==> src/verilog/ias_defines.svh <==
`ifndef IAS_DEFINES_SVH
`define IAS_DEFINES_SVH

// ****************************************************
// Register offsets (byte addresses).
// ****************************************************
`define IAS_OFS_JOG_SEL 8'h00
`define IAS_OFS_ACK_SEL 8'h04
`define IAS_OFS_INVERT 8'h08
`define IAS_OFS_FIXED_SPEED 8'h0C
`define IAS_OFS_ALARM 8'h10
`define IAS_OFS_FAULT 8'h14
`define IAS_OFS_IRQ_STAT 8'h18
`define IAS_OFS_IRQ_MASK 8'h1C
`define IAS_OFS_INPUTS 8'h20

// ****************************************************
// Field positions.
// ****************************************************
`define IAS_JOG_ONE_LSB 0
`define IAS_JOG_TWO_LSB 8
`define IAS_FAN_SEL_LSB 0
`define IAS_CONT_SEL_LSB 8
`define IAS_DYN_SEL_LSB 16
`define IAS_DCB_SEL_LSB 24
`define IAS_SPEED_TWO_LSB 16
`define IAS_ALM_DCB_BIT 2
`define IAS_ALM_OVERTEMP_BIT 3
`define IAS_ALM_DYN_BIT 4
`define IAS_FLT_CONT_BIT 7
`define IAS_FLT_FAN_BIT 10
`define IAS_ON_CMD_BIT 3
`define IAS_IRQ_FAN_FLT 0
`define IAS_IRQ_CONT_FLT 1
`define IAS_IRQ_OVERTEMP 2
`define IAS_IRQ_DYN 3
`define IAS_IRQ_DCB 4

// ****************************************************
// Selector codes and reset values.
// ****************************************************
`define IAS_SEL_NOT_USED 4'h0
`define IAS_SEL_LAST_DI 4'hB
`define IAS_RST_FAN_SEL 4'h1
`define IAS_RST_CONT_SEL 4'h3
`define IAS_RST_INVERT 7'h00
`define IAS_RST_SPEED 16'h0000

// ****************************************************
// Timing.
// ****************************************************
`define IAS_CLK_NS 25
`define IAS_TICK_NS 1000000
`define IAS_TICK_CYC ((`IAS_TICK_NS + `IAS_CLK_NS - 1) / `IAS_CLK_NS)
`define IAS_TIMEOUT_S 10
`define IAS_TICKS_PER_S 1000
`define IAS_TIMEOUT_TICKS (`IAS_TIMEOUT_S * `IAS_TICKS_PER_S)
`define IAS_TICK_W 16
`define IAS_TMR_W 14

`endif

==> src/verilog/ias_pkg.sv <==
`include "ias_defines.svh"

package ias_pkg;

    // ************************************************
    // Complete register state of the supervisor.
    // ************************************************
    typedef struct packed {
        logic wb_ack;
        logic [31:0] wb_dat;
        logic [10:0] sync1;
        logic [10:0] sync2;
        logic [4:0] jog_one_sel;
        logic [4:0] jog_two_sel;
        logic [3:0] fan_sel;
        logic [3:0] cont_sel;
        logic [3:0] dyn_sel;
        logic [3:0] dcb_sel;
        logic [6:0] invert;
        logic [15:0] speed_one;
        logic [15:0] speed_two;
        logic [`IAS_TICK_W-1:0] tick_cnt;
        logic tick;
        logic [1:0][`IAS_TMR_W-1:0] tmr;
        logic fan_fault;
        logic cont_fault;
        logic overtemp;
        logic dyn_alarm;
        logic dcb_alarm;
        logic on_prev;
        logic [4:0] irq_stat;
        logic [4:0] irq_mask;
        logic [15:0] speed_ref;
        logic [1:0] jog_act;
        logic [1:0] warm;
    } ias_state_t;

endpackage : ias_pkg

==> src/verilog/ias_top.sv <==
// Summary of operation
// - Jog one active selects fixed speed one.
// - Jog two active without jog one selects fixed speed two.
// - Selector zero disables acknowledge supervision.
// - Fan ack missing 10 s trips fault.
// - Fan ack missing sets overtemp alarm immediately.
// - Fan ack return clears alarm, no fault.
// - Contactor ack missing 10 s trips fault.
// - Braking ack present at On sets alarm.
// - Braking alarm inhibits start while braking.
// - DC breaker ack missing sets alarm.
// - DC breaker alarm makes motor coast.
// - Inputs one to seven individually invertible.
`include "ias_defines.svh"
`timescale 1ns/10ps
`default_nettype none

module ias_top #(
    parameter int TICK_CYCLES = `IAS_TICK_CYC,
    parameter int TIMEOUT_TICKS = `IAS_TIMEOUT_TICKS
) (
    input wire logic clk_i, // System clock, 40 MHz.
    input wire logic rst_i, // Synchronous reset.
    input wire logic wb_cyc_i, // Bus cycle.
    input wire logic wb_stb_i, // Bus strobe.
    input wire logic wb_we_i, // Write enable.
    input wire logic [7:0] wb_adr_i, // Byte address.
    input wire logic [3:0] wb_sel_i, // Byte enables.
    input wire logic [31:0] wb_dat_i, // Write data.
    output logic [31:0] wb_dat_o, // Read data.
    output logic wb_ack_o, // Acknowledge.
    input wire logic [10:0] digital_input_i, // Raw input pins.
    input wire logic [15:0] used_control_word_i, // Used control word.
    output logic [15:0] speed_ref_o, // Jog speed reference.
    output logic [1:0] jog_active_o, // Jog one, jog two active.
    output logic [15:0] alarm_word_one_o, // Alarm word one.
    output logic [15:0] fault_word_two_o, // Fault word two.
    output logic start_inhibit_o, // Blocks drive start.
    output logic coast_o, // Remove torque, coast.
    output logic trip_o, // Any fault latched.
    output logic irq_o // Level interrupt.
);

    // ************************************************
    // State and conditioned inputs.
    // ************************************************
    ias_pkg::ias_state_t st_ff;
    ias_pkg::ias_state_t nxt_st;
    logic [10:0] din;
    logic req;
    logic wr_go;
    logic [31:0] rd_val;
    logic [31:0] wmask;

    // Inputs one to seven pass an inversion stage.
    genvar gi;
    generate
        for (gi = 0; gi < 11; gi++) begin : g_din
            if (gi < 7) begin : g_inv
                assign din[gi] = st_ff.sync2[gi] ^ st_ff.invert[gi];
            end else begin : g_dir
                assign din[gi] = st_ff.sync2[gi];
            end
        end
    endgenerate

    // Returns the state of the input a selector points at.
    function automatic logic pick(input logic [4:0] sel,
                                  input logic [10:0] d);
        logic r;
        r = 1'b0;
        if (sel != 5'h00 && sel <= {1'b0, `IAS_SEL_LAST_DI}) begin
            r = d[4'(sel - 5'h01)];
        end
        return r;
    endfunction : pick

    // Ack missing when the selector is not zero and its input is low; codes above 11 have no input and read as missing.
    function automatic logic missing(input logic [3:0] sel,
                                     input logic [10:0] d);
        logic r;
        r = 1'b0;
        if (sel != `IAS_SEL_NOT_USED) begin
            r = !pick({1'b0, sel}, d);
        end
        return r;
    endfunction : missing

    // ************************************************
    // Bus decode.
    // ************************************************
    assign req = wb_cyc_i && wb_stb_i;
    // A write lands on the edge that also ends the acknowledge.
    assign wr_go = req && st_ff.wb_ack && wb_we_i;
    assign wmask = {{8{wb_sel_i[3]}}, {8{wb_sel_i[2]}},
                    {8{wb_sel_i[1]}}, {8{wb_sel_i[0]}}};

    always_comb begin
        rd_val = 32'h0000_0000;
        unique case (wb_adr_i)
            `IAS_OFS_JOG_SEL: begin
                rd_val[`IAS_JOG_ONE_LSB +: 5] = st_ff.jog_one_sel;
                rd_val[`IAS_JOG_TWO_LSB +: 5] = st_ff.jog_two_sel;
            end
            `IAS_OFS_ACK_SEL: begin
                rd_val[`IAS_FAN_SEL_LSB +: 4] = st_ff.fan_sel;
                rd_val[`IAS_CONT_SEL_LSB +: 4] = st_ff.cont_sel;
                rd_val[`IAS_DYN_SEL_LSB +: 4] = st_ff.dyn_sel;
                rd_val[`IAS_DCB_SEL_LSB +: 4] = st_ff.dcb_sel;
            end
            `IAS_OFS_INVERT: begin
                rd_val[6:0] = st_ff.invert;
            end
            `IAS_OFS_FIXED_SPEED: begin
                rd_val[15:0] = st_ff.speed_one;
                rd_val[`IAS_SPEED_TWO_LSB +: 16] = st_ff.speed_two;
            end
            `IAS_OFS_ALARM: begin
                rd_val[15:0] = alarm_word_one_o;
            end
            `IAS_OFS_FAULT: begin
                rd_val[15:0] = fault_word_two_o;
            end
            `IAS_OFS_IRQ_STAT: begin
                rd_val[4:0] = st_ff.irq_stat;
            end
            `IAS_OFS_IRQ_MASK: begin
                rd_val[4:0] = st_ff.irq_mask;
            end
            `IAS_OFS_INPUTS: begin
                rd_val[10:0] = din;
            end
            default: begin
                rd_val = 32'h0000_0000;
            end
        endcase
    end

    // ************************************************
    // Next-state logic.
    // ************************************************
    always_comb begin
        logic [31:0] w;
        logic fan_miss;
        logic cont_miss;
        logic dcb_miss;
        logic dyn_on;
        logic on_rise;
        logic [1:0] miss;
        logic [1:0] expire;
        logic [4:0] ev;
        logic [4:0] clr;
        logic j1;
        logic j2;
        w = 32'h0000_0000;
        fan_miss = st_ff.warm[1] && missing(st_ff.fan_sel, din);
        cont_miss = st_ff.warm[1] && missing(st_ff.cont_sel, din);
        dcb_miss = st_ff.warm[1] && missing(st_ff.dcb_sel, din);
        dyn_on = st_ff.warm[1] && (st_ff.dyn_sel != `IAS_SEL_NOT_USED) &&
                 pick({1'b0, st_ff.dyn_sel}, din);
        on_rise = used_control_word_i[`IAS_ON_CMD_BIT] && !st_ff.on_prev;
        miss = {cont_miss, fan_miss};
        expire = 2'b00;
        ev = 5'h00;
        clr = 5'h00;
        j1 = pick(st_ff.jog_one_sel, din);
        j2 = pick(st_ff.jog_two_sel, din);
        nxt_st = st_ff;

        // ********************************
        // Bus answer one cycle after the request.
        // ********************************
        nxt_st.wb_ack = req && !st_ff.wb_ack;
        if (req && !st_ff.wb_ack) begin
            nxt_st.wb_dat = rd_val;
        end

        // ********************************
        // Pin synchronisers.
        // ********************************
        nxt_st.sync1 = digital_input_i;
        nxt_st.sync2 = st_ff.sync1;
        // Supervision waits until both flops hold real pin levels.
        nxt_st.warm = {st_ff.warm[0], 1'b1};

        // ********************************
        // Register writes.
        // ********************************
        if (wr_go) begin
            unique case (wb_adr_i)
                `IAS_OFS_JOG_SEL: begin
                    w = (rd_val & ~wmask) | (wb_dat_i & wmask);
                    nxt_st.jog_one_sel = w[`IAS_JOG_ONE_LSB +: 5];
                    nxt_st.jog_two_sel = w[`IAS_JOG_TWO_LSB +: 5];
                end
                `IAS_OFS_ACK_SEL: begin
                    w = (rd_val & ~wmask) | (wb_dat_i & wmask);
                    nxt_st.fan_sel = w[`IAS_FAN_SEL_LSB +: 4];
                    nxt_st.cont_sel = w[`IAS_CONT_SEL_LSB +: 4];
                    nxt_st.dyn_sel = w[`IAS_DYN_SEL_LSB +: 4];
                    nxt_st.dcb_sel = w[`IAS_DCB_SEL_LSB +: 4];
                end
                `IAS_OFS_INVERT: begin
                    w = (rd_val & ~wmask) | (wb_dat_i & wmask);
                    nxt_st.invert = w[6:0];
                end
                `IAS_OFS_FIXED_SPEED: begin
                    w = (rd_val & ~wmask) | (wb_dat_i & wmask);
                    nxt_st.speed_one = w[15:0];
                    nxt_st.speed_two = w[`IAS_SPEED_TWO_LSB +: 16];
                end
                `IAS_OFS_FAULT: begin
                    w = wb_dat_i & wmask;
                end
                `IAS_OFS_IRQ_STAT: begin
                    clr = wb_dat_i[4:0] & wmask[4:0];
                end
                `IAS_OFS_IRQ_MASK: begin
                    w = (rd_val & ~wmask) | (wb_dat_i & wmask);
                    nxt_st.irq_mask = w[4:0];
                end
                default: begin
                    w = 32'h0000_0000;
                end
            endcase
        end

        // ********************************
        // Timeout tick from the system clock.
        // ********************************
        nxt_st.tick = 1'b0;
        if (st_ff.tick_cnt == `IAS_TICK_W'(TICK_CYCLES - 1)) begin
            nxt_st.tick_cnt = '0;
            nxt_st.tick = 1'b1;
        end else begin
            nxt_st.tick_cnt = st_ff.tick_cnt + `IAS_TICK_W'(1);
        end

        // ********************************
        // Fan and contactor timeout counters.
        // ********************************
        // A counter parks at its limit while the acknowledge stays away.
        for (int i = 0; i < 2; i++) begin
            if (!miss[i]) begin
                nxt_st.tmr[i] = '0;
            end else if (st_ff.tmr[i] == `IAS_TMR_W'(TIMEOUT_TICKS)) begin
                expire[i] = 1'b1;
            end else if (st_ff.tick) begin
                nxt_st.tmr[i] = st_ff.tmr[i] + `IAS_TMR_W'(1);
            end
        end

        // ********************************
        // Faults latch; a new trip wins over the clear.
        // ********************************
        nxt_st.fan_fault = (st_ff.fan_fault &&
            !w[`IAS_FLT_FAN_BIT]) || expire[0];
        nxt_st.cont_fault = (st_ff.cont_fault &&
            !w[`IAS_FLT_CONT_BIT]) || expire[1];
        if (wb_adr_i != `IAS_OFS_FAULT) begin
            nxt_st.fan_fault = st_ff.fan_fault || expire[0];
            nxt_st.cont_fault = st_ff.cont_fault || expire[1];
        end

        // ********************************
        // Alarms.
        // ********************************
        nxt_st.overtemp = fan_miss;
        nxt_st.dcb_alarm = dcb_miss;
        nxt_st.on_prev = used_control_word_i[`IAS_ON_CMD_BIT];
        // The braking alarm clears once its acknowledge goes away.
        if (!dyn_on) begin
            nxt_st.dyn_alarm = 1'b0;
        end else if (on_rise) begin
            nxt_st.dyn_alarm = 1'b1;
        end

        // ********************************
        // Interrupt events, set wins over clear.
        // ********************************
        ev[`IAS_IRQ_FAN_FLT] = expire[0] && !st_ff.fan_fault;
        ev[`IAS_IRQ_CONT_FLT] = expire[1] && !st_ff.cont_fault;
        ev[`IAS_IRQ_OVERTEMP] = fan_miss && !st_ff.overtemp;
        ev[`IAS_IRQ_DYN] = nxt_st.dyn_alarm && !st_ff.dyn_alarm;
        ev[`IAS_IRQ_DCB] = dcb_miss && !st_ff.dcb_alarm;
        nxt_st.irq_stat = (st_ff.irq_stat & ~clr) | ev;

        // ********************************
        // Jog speed selection, jog one first.
        // ********************************
        nxt_st.jog_act = {j2 && !j1, j1};
        if (j1) begin
            nxt_st.speed_ref = st_ff.speed_one;
        end else if (j2) begin
            nxt_st.speed_ref = st_ff.speed_two;
        end else begin
            // With no jog active the reference rests at zero.
            nxt_st.speed_ref = `IAS_RST_SPEED;
        end
    end

    // ************************************************
    // State register.
    // ************************************************
    always_ff @(posedge clk_i) begin
        if (rst_i) begin
            st_ff <= '0;
            // Fan and contactor selectors leave reset pointing at their usual inputs.
            st_ff.fan_sel <= `IAS_RST_FAN_SEL;
            st_ff.cont_sel <= `IAS_RST_CONT_SEL;
            st_ff.invert <= `IAS_RST_INVERT;
        end else begin
            st_ff <= nxt_st;
        end
    end

    // ************************************************
    // Outputs.
    // ************************************************
    // Spare bits of both words stay low.
    always_comb begin
        alarm_word_one_o = 16'h0000;
        alarm_word_one_o[`IAS_ALM_DCB_BIT] = st_ff.dcb_alarm;
        alarm_word_one_o[`IAS_ALM_OVERTEMP_BIT] = st_ff.overtemp;
        alarm_word_one_o[`IAS_ALM_DYN_BIT] = st_ff.dyn_alarm;
        fault_word_two_o = 16'h0000;
        fault_word_two_o[`IAS_FLT_CONT_BIT] = st_ff.cont_fault;
        fault_word_two_o[`IAS_FLT_FAN_BIT] = st_ff.fan_fault;
    end

    assign wb_dat_o = st_ff.wb_dat;
    assign wb_ack_o = st_ff.wb_ack;
    assign speed_ref_o = st_ff.speed_ref;
    assign jog_active_o = st_ff.jog_act;
    assign start_inhibit_o = st_ff.dyn_alarm;
    assign coast_o = st_ff.dcb_alarm;
    assign trip_o = st_ff.fan_fault || st_ff.cont_fault;
    // The interrupt is a level; it drops when software clears or masks it.
    assign irq_o = |(st_ff.irq_stat & st_ff.irq_mask);

endmodule : ias_top

`default_nettype wire
==> config.mk <==
export PLATFORM = sky130hd
export DESIGN_NAME = ias_top
export DESIGN_NICKNAME = d
export VERILOG_FILES = /design/src/verilog/ias_pkg.sv /design/src/verilog/ias_top.sv
export VERILOG_INCLUDE_DIRS = /design/src /design/src/verilog
export SDC_FILE = /design/constraint.sdc
export NUM_CORES = 1
export LEC_CHECK = 0
export BUFFER_PORTS_ARGS = -buffer_cell sky130_fd_sc_hd__buf_4
export CORE_AREA = 2 2 140 129
export DETAILED_ROUTE_END_ITERATION = 8
export DIE_AREA = 0 0 142 131
export PLACE_DENSITY = 0.83
export SLEW_MARGIN = 25
export SYNTH_ARGS = -nofsm -noshare
export SYNTH_HDL_FRONTEND = slang
export SYNTH_SLANG_ARGS = --single-unit
export TNS_END_PERCENT = 20
==> constraint.sdc <==
create_clock -name clk_i -period 6.65 [get_ports clk_i]
set_input_delay 0.3325 -clock clk_i [delete_from_list [all_inputs] [get_ports clk_i]]
set_output_delay 0.3325 -clock clk_i [all_outputs]
set_load 0.01 [all_outputs]
After elaboration in Yosys (flattened, before gate mapping)
Cells that the tools add are included.
{"block": "op_classes", "muxes": 51, "n_addsub": 9, "n_lt_le_gt_ge": 12, "n_bitwise": 20, "reduce_logical": 61, "n_eq_ne": 12}
{"operator": "$and A32 B32 Y32", "n": 2}
{"operator": "$eq A8 B5 Y1 const B", "n": 4}
{"operator": "$mux W16", "n": 2}
{"operator": "$not A32 Y32", "n": 1}
{"operator": "$or A32 B32 Y32", "n": 1}
{"operator": "$pmux W4 S8", "n": 1}
{"operator": "$lt A4 B5 Y1 const B", "n": 6}
{"operator": "$add A14 B1 Y14 const B", "n": 2}
{"operator": "$eq A14 B14 Y1 const B", "n": 2}
{"operator": "$mux W1", "n": 26}
{"operator": "$bmux W1 S4", "n": 6}
{"operator": "$logic_and A1 B1 Y1", "n": 24}
{"operator": "$sub A4 B1 Y4 const B", "n": 6}
{"operator": "$pmux W11 S2", "n": 1}
{"operator": "$add A16 B1 Y16 const B", "n": 1}
{"operator": "$eq A16 B16 Y1 const B", "n": 1}
{"operator": "$eq A8 B4 Y1 const B", "n": 2}
{"operator": "$le A4 B4 Y1 const B", "n": 4}
{"operator": "$pmux W4 S2", "n": 2}
{"operator": "$reduce_bool A4 Y1", "n": 4}
{"operator": "$and A5 B5 Y5", "n": 3}
{"operator": "$pmux W3 S5", "n": 1}
{"operator": "$reduce_and A2 Y1", "n": 7}
{"operator": "$logic_not A1 Y1", "n": 13}
{"operator": "22 further kinds", "n": 43}
{"block": "word_totals", "input_bits": 76, "out_inout_bits": 87, "ff_bits": 201, "word_cells": 194}

Depth between registers and ports, before layout
Gate-level depths: netlist (run 1).
{"block": "depth", "depth_word": 11, "ltp_mapped": 10, "mapped_depth_nobuf": 7}

Worst setup path before layout (run 1)
No wires, ideal clock.
{"block": "synth_path", "path_kind": "register -> register", "startpoint": "register st_ff[141] in the netlist's numbering", "endpoint": "register st_ff (netlist bit speed_ref_o[10])", "period_less_slack_ps": 2391, "n_path_buf": 3, "arrival_ps": 2270, "slack_ps": 4259, "t_required_ps": 6529, "setup_time_ps": 121, "stages_incl_launch_ff": 10, "path_cell_list": "dfxtp_1 buf_2 inv_1 ha_1 mux4_2 a22oi_1 a21bo_1 buf_4 buf_8 mux2_4"}
{"block": "synth_via", "elab_chain_cells": 5, "word_cells_on_any_way": 8, "cone_classes": "add/sub: 1; order compare: 1; mux: 4; reduce/logical: 2"}
{"item": "start: declaration", "line_no": "ias_top.sv:47", "text": "ias_pkg::ias_state_t st_ff;"}
{"item": "start signal: assignment", "line_no": "ias_top.sv:313", "text": "st_ff <= nxt_st;"}
{"item": "$sub A4 B1 Y4", "line_no": "ias_top.sv:73", "text": "r = d[4'(sel - 5'h01)];"}
{"item": "$bmux W1 S4", "line_no": "ias_top.sv:73"}
{"item": "$mux W1 (implied by the code)", "line_no": "ias_top.sv:73"}
{"item": "$mux W1 *", "line_no": "ias_top.sv:72", "text": "if (sel != 5'h00 && sel <= {1'b0, `IAS_SEL_LAST_DI}) begin"}
{"item": "$mux W16 *", "line_no": "ias_top.sv:292", "text": "if (j1) begin"}
Every way passes the cells marked *; elsewhere a longest branch is shown, timed or not. The select of a mux whose other input is x is not followed.
A chain may end at the register's enable or synchronous reset.

Worst setup path after layout (run 1)
{"block": "layout_path", "startpoint": "register st_ff[141] in the netlist's numbering", "endpoint": "register st_ff (netlist bit speed_ref_o[3])"}
Same word-level chain as after synthesis.

==> impl_metrics.tcl, run 1 <==
set metrics [dict create \
    status "complete, no violations" \
    routabilityCongestion 0.964 \
    crit_arrival_ns 3.40 \
    use_met3 0.0426 \
    hp-class "in2reg" \
    yosys.area.top_type_share 0.385 \
    critPathLaunch "st_ff[141]$_SDFFE_PP0P_" \
    drt_first_pass_iters 7 \
    endpoint_kind "register" \
    path_max_fanout 18 \
    setup_ws_ns 3.64 \
    row_count 46 \
    power_switching_uw 592 \
    ctsLongestPathBuffers 3 \
    dp_slack_ns 3.65 \
    cts_resized 0 \
    syn_inst 1185 \
    finalSetupViolations 0 \
    die_h_um 131 \
    avgSynthCellArea_um2 8.81 \
    ant_nets 0 \
    drv_cap 0 \
    stdcell_count 1439 \
    async_reset_ff_frac 0 \
    grt_max_degree 65 \
    timing.final.crit_period_ns 3.01 \
    antenna_found_initial 0 \
    slew_viol_final 0 \
    cts_hold_buf 0 \
    drt_iter0_drc 1049 \
    power_density_mw_per_mm2 222 \
    drive_above_1_share 0.184 \
    p_leak_uw 0.00436 \
    hold_viol 0 \
    critical_path_class "reg2reg" \
    synth_edf_count 0 \
    io_buffer_count 120 \
    max_freq_ghz 0.332 \
    cts_tree "built" \
    cts-buffers-inserted 21 \
    clk_pin_slew_worst_paths_ns 0.06 \
    power_uw 2560 \
    area_growth_pct 10.4 \
    clock-sinks 201 \
    post_cts_buffers 0 \
    p_seq_frac 0.480 \
    yosys-top-cells-area "dfxtp_1 39%, buf_4 6.0%, nand2_1 4.7%" \
    met2_usage 0.449 \
    drt_wl_total_mm 26.5 \
    synth-main-ff-cell "dfxtp_1" \
    placed_area_mm2 0.0108 \
    vias 8745 \
    pwr-share-comb 0.059 \
    antenna_cells 0 \
    tightest_slew_ns 1.12 \
    met1_usage 0.383 \
    pwr-share-clk 0.461 \
    ys_seq_area_frac 0.385 \
    setup-tns-final_ns 0 \
    regToRegEndpoint "speed_ref_o[3]$_SDFF_PP0_" \
    cts_root_buf "clkbuf_16" \
    reg2reg_depth 6 \
    gr-total-overflow 0 \
    slew_headroom 0.240 \
    yosysUniqueCellTypes 79 \
    synth_top_area_cell "dfxtp_1" \
    min_from "digital_input_i[1]" \
    htreeDepth 1 \
    ios 163 \
    fin_skew_ns 0.0138 \
    startpoint_type "register" \
    initial_core_util 0.607 \
    yosysWarnings 0 \
    die_w_um 142 \
    p_int_uw 1960 \
    busiest_layer "met2" \
    dieArea_mm2 0.0186 \
    hpwlAfterDp_mm 18.7 \
    wl_per_cell_um 18.4 \
    hold_depth 2 \
    r2r-start "st_ff[141]$_SDFFE_PP0P_" \
    synth_seq_cells 201 \
    ir_worst_vdd_v 0.000188 \
    rsz0062_at_grt "no" \
    fin_crit_sh 0.453 \
    via_per_inst 6.08 \
    reg2reg_slack_ns 3.64 \
    final_common_cell "dfxtp_1" \
    worstHoldEndpoint "nxt_st[147]$_SDFF_PP0_" \
    layout_common_cells "201 x dfxtp_1, 131 x nand2_1, 124 x buf_4" \
    grt_usage 0.279 \
    dp_cells 1402 \
    required_ns 7.04 \
    core_area_mm2 0.0172 \
    grt_first_pass_wirelength_mm 41.4 \
    clk_latency_ns 0.51 \
    switching_share 0.232 \
    finalNetCount 1303 \
    grt_pass1_vias 7926 \
    netlist_area_mm2 0.0104 \
    design_area_mm2 0.0115 \
    drc_errors 0 \
]
cells in the mapped netlist (10+ instances only):
cell type / number
dfxtp_1: 201
nand2_1: 131
nor2_1: 86
buf_4: 84
a21oi_1: 62
nand3_1: 51
nor2b_1: 51
clkbuf_1: 39
xor2_1: 33
inv_1: 31
mux2i_1: 30
nor3b_1: 24
o22ai_1: 23
o21ai_0: 22
nand4_1: 21
nor3_1: 21
xnor2_1: 21
a211oi_1: 19
buf_2: 18
ha_1: 18
mux4_2: 17
and3_1: 13
and2_1: 10
sequential cells by signal, summed over array words and instances (netlist names), 2 cells and up:
register          cells
st_ff               129
wb_dat_o             32
speed_ref_o          16
nxt_st               12
din                   4
fault_word_two_o      2
jog_active_o          2
how the worst max path moves through the flow:
stage | endpoint | cells after the start
after floorplan | speed_ref_o[10]$_SDFF_PP0_ | 9
after global placement | speed_ref_o[3]$_SDFF_PP0_ | 6
after detailed placement | speed_ref_o[3]$_SDFF_PP0_ | 6
after CTS | speed_ref_o[3]$_SDFF_PP0_ | 6
after global routing | speed_ref_o[3]$_SDFF_PP0_ | 6
final | speed_ref_o[3]$_SDFF_PP0_ | 6
power groups by stage:
stage               combinational (uW)  clock (uW)  sequential, uW
global placement                   145           0            1250
floorplan                          103           0            1250
CTS                                148        1190            1230
detailed placement                 147           0            1250
global route                       161        1240            1230
finish                             151        1180            1230
cells by family (layout without fill, tap and decap cells):
group / count (synthesis) / count (layout) / synth area share
AND/OR/NAND/NOR: 460 / 460 / 0.226
AO/OA/AOI/OAI: 204 / 204 / 0.133
flip-flops: 201 / 201 / 0.385
buffers and inverters: 182 / 194 / 0.100
multiplexers: 65 / 65 / 0.0881
XOR/XNOR: 54 / 54 / 0.0453
adder cells (fa/ha/maj): 18 / 18 / 0.0216
other: 1 / 27 / 0.000359
per-stage QoR:
step                      hold WS [ns]   util
final                           0.0354  0.670
after global routing            0.0297  0.670
after CTS                       0.0296  0.669
after detailed placement         0.422  0.629
after global placement           0.416  0.629
after floorplan                  0.413      -
layer usage:
layer | vias up | share of wire
met3 | 90 | 0.094
met2 | 485 | 0.45
met1 | 4074 | 0.42
met4 | 0 | 0.037
met5 | - | 0
li1 | 4096 | -
critical path: stages, from the launching register on:
cell and delay, ns:
dfxtp_1 0.50, inv_1 0.15, ha_1 0.40, mux4_2 0.52
a22oi_1 0.16, a21bo_1 0.74, mux2_2 0.43
final cells by class:
cell class	count	area [um2]
fill	1405	5680
multi-input combinational	828	5480
sequential	201	4020
timing repair buffer	124	931
clock buffer	24	567
tap	216	270
clock inverter	13	126
inverter	33	124
No activity file was read; power rests on OpenSTA's default activity.
==> run 2, diff against run 1 <==
--- a/config.mk
+++ b/config.mk
@@ -7,10 +7,10 @@
 export NUM_CORES = 1
 export LEC_CHECK = 0
 export BUFFER_PORTS_ARGS = -buffer_cell sky130_fd_sc_hd__buf_4
-export CORE_AREA = 2 2 140 129
+export CORE_AREA = 2 2 146 134
 export DETAILED_ROUTE_END_ITERATION = 8
-export DIE_AREA = 0 0 142 131
-export PLACE_DENSITY = 0.83
+export DIE_AREA = 0 0 148 136
+export PLACE_DENSITY = 0.77
 export SLEW_MARGIN = 25
 export SYNTH_ARGS = -nofsm -noshare
 export SYNTH_HDL_FRONTEND = slang
==> constraint.sdc (replaced) <==
create_clock -name clk_i -period 3.15 [get_ports clk_i]
set_input_delay 0.1575 -clock clk_i [delete_from_list [all_inputs] [get_ports clk_i]]
set_output_delay 0.1575 -clock clk_i [all_outputs]
set_load 0.01 [all_outputs]
==> run 2 against run 1 <==
Compared with the run above: via count shrank 0.14%; wire length grew 4.0%; highest routed layer unchanged; critical endpoint is now st_ff[27]$_SDFF_PP0_; final area grew 3.0%; register-to-register slack lost 3.2 ns; utilization shrank 3.6 points; critical path depth grew 1; global-route usage shrank 1.1 points; clock skew grew 0.0024 ns; final cell count grew 5.4%; clock power grew 90%.
==> impl_metrics.tcl, run 2 (synthesized netlist as in run 1, its figures left out) <==
set metrics [dict create \
    cts_hold_buf 31 \
    grt_pass1_vias 8168 \
    post_cts_buffers 0 \
    finalSetupViolations 0 \
    drv_cap 0 \
    path_cells "inv_1 -> ha_1 -> a21oi_1 -> o221ai_1 -> a31oi_1 -> a31oi_2 -> o21ai_0" \
    rsz0062_at_grt "no" \
    grt_first_pass_wirelength_mm 42.9 \
    dp_cells 1449 \
    layout_common_cells "201 x dfxtp_1, 137 x buf_4, 131 x nand2_1" \
    fin_skew_ns 0.0162 \
    gr-total-overflow 0 \
    cts_root_buf "clkbuf_16" \
    hpwlAfterDp_mm 19.5 \
    hp-class "in2reg" \
    tightest_slew_ns 0.907 \
    max_freq_ghz 0.371 \
    endpoint_kind "register" \
    drt_wl_total_mm 27.6 \
    startpoint_type "register" \
    critical_path_class "reg2reg" \
    row_count 48 \
    cts-buffers-inserted 21 \
    fin_crit_sh 0.856 \
    cts_resized 0 \
    dieArea_mm2 0.0201 \
    ant_nets 0 \
    setup-tns-final_ns 0 \
    path_max_fanout 18 \
    drc_errors 0 \
    use_met3 0.0523 \
    drt_iter0_drc 672 \
    htreeDepth 1 \
    io_buffer_count 120 \
    cp_slowest_cell "a31oi_2" \
    busiest_layer "met2" \
    grt_max_degree 43 \
    met1_usage 0.357 \
    final_common_cell "dfxtp_1" \
    routabilityCongestion 0.975 \
    area_growth_pct 13.7 \
    ir_worst_vdd_v 0.000353 \
    hold_viol 0 \
    cts_tree "built" \
    finalNetCount 1347 \
    largest_reg_flops 129 \
    ctsLongestPathBuffers 3 \
    die_h_um 136 \
    drive_above_1_share 0.177 \
    slew_viol_final 0 \
    vias 8733 \
    utilization 0.633 \
    ios 163 \
    required_ns 3.50 \
    power_density_mw_per_mm2 436 \
    crit_arrival_ns 3.05 \
    initial_core_util 0.557 \
    antenna_found_initial 1 \
    slew_headroom 0.393 \
    via_per_inst 5.76 \
    clock-sinks 201 \
    clk_latency_ns 0.50 \
    clk_pin_slew_worst_paths_ns 0.06 \
    status "complete, no violations" \
    max_stage_delay_ns 0.74 \
    core_area_mm2 0.0187 \
    wl_per_cell_um 18.2 \
    largest_register "st_ff" \
    drt_first_pass_iters 5 \
    stdcell_count 1516 \
    met2_usage 0.435 \
    p_leak_uw 0.00448 \
    timing.final.crit_period_ns 2.70 \
    die_w_um 148 \
    grt_usage 0.268 \
]
[run 2: per-stage QoR]
stage | total power (uW) | setup WS [ns] | hold slack [ns] | cell area, um2
2_1_floorplan | 2850 | 0.759 | 0.286 | 10500
3_3_place_gp | 2960 | 0.579 | 0.369 | 11000
3_5_place_dp | 2960 | 0.491 | 0.373 | 11000
4_1_cts | 5210 | 0.466 | 0.00711 | 11900
5_1_grt | 5340 | 0.248 | 0.0202 | 11900
6_report | 5180 | 0.452 | 0.0111 | 11900
[run 2: power breakdown]
group          switching, uW  internal [uW]  leakage [uW]  total [uW]
sequential              19.0           2570       0.00163        2590
clock                    979           1260      0.000290        2240
combinational            207            147       0.00256         354
[run 2: final timing paths]
path | startpoint | endpoint | slack [ns] | cells after the start
max | st_ff[132]$_SDFFE_PP1P_ | st_ff[27]$_SDFF_PP0_ | 0.45 | 7
min | wb_sel_i[2] | st_ff[87]$_SDFFE_PP0P_ | 0.01 | 3
max reg2reg | st_ff[132]$_SDFFE_PP1P_ | st_ff[27]$_SDFF_PP0_ | 0.45 | 7
min reg2reg | nxt_st[155]$_SDFF_PP0_ | din[9]$_SDFF_PP0_ | 0.43 | 1
[run 2: worst max-delay path, delay by kind of cell, from the launching register on]
kind | cells | cell delay (ns)
flip-flops | 1 | 0.54
adder cells (fa/ha/maj) | 1 | 0.41
AO/OA/AOI/OAI | 5 | 1.41
buffers and inverters | 1 | 0.17
[run 2: area by class of cell]
type,count,area (um2)
Antenna cell,1,2.50
Clock buffer,32,577
Clock inverter,3,18.8
Fill cell,1615,6870
Inverter,33,124
Multi-Input combinational cell,828,5470
Sequential cell,201,4020
Tap cell,250,313
Timing Repair Buffer,168,1340
[run 2: layer usage]
metal	part of all wire	routed length, um	up-vias
li1	-	-	4191
met1	0.43	11900	4082
met2	0.45	12400	392
met3	0.084	2320	68
met4	0.038	1050	0
met5	0	0	-
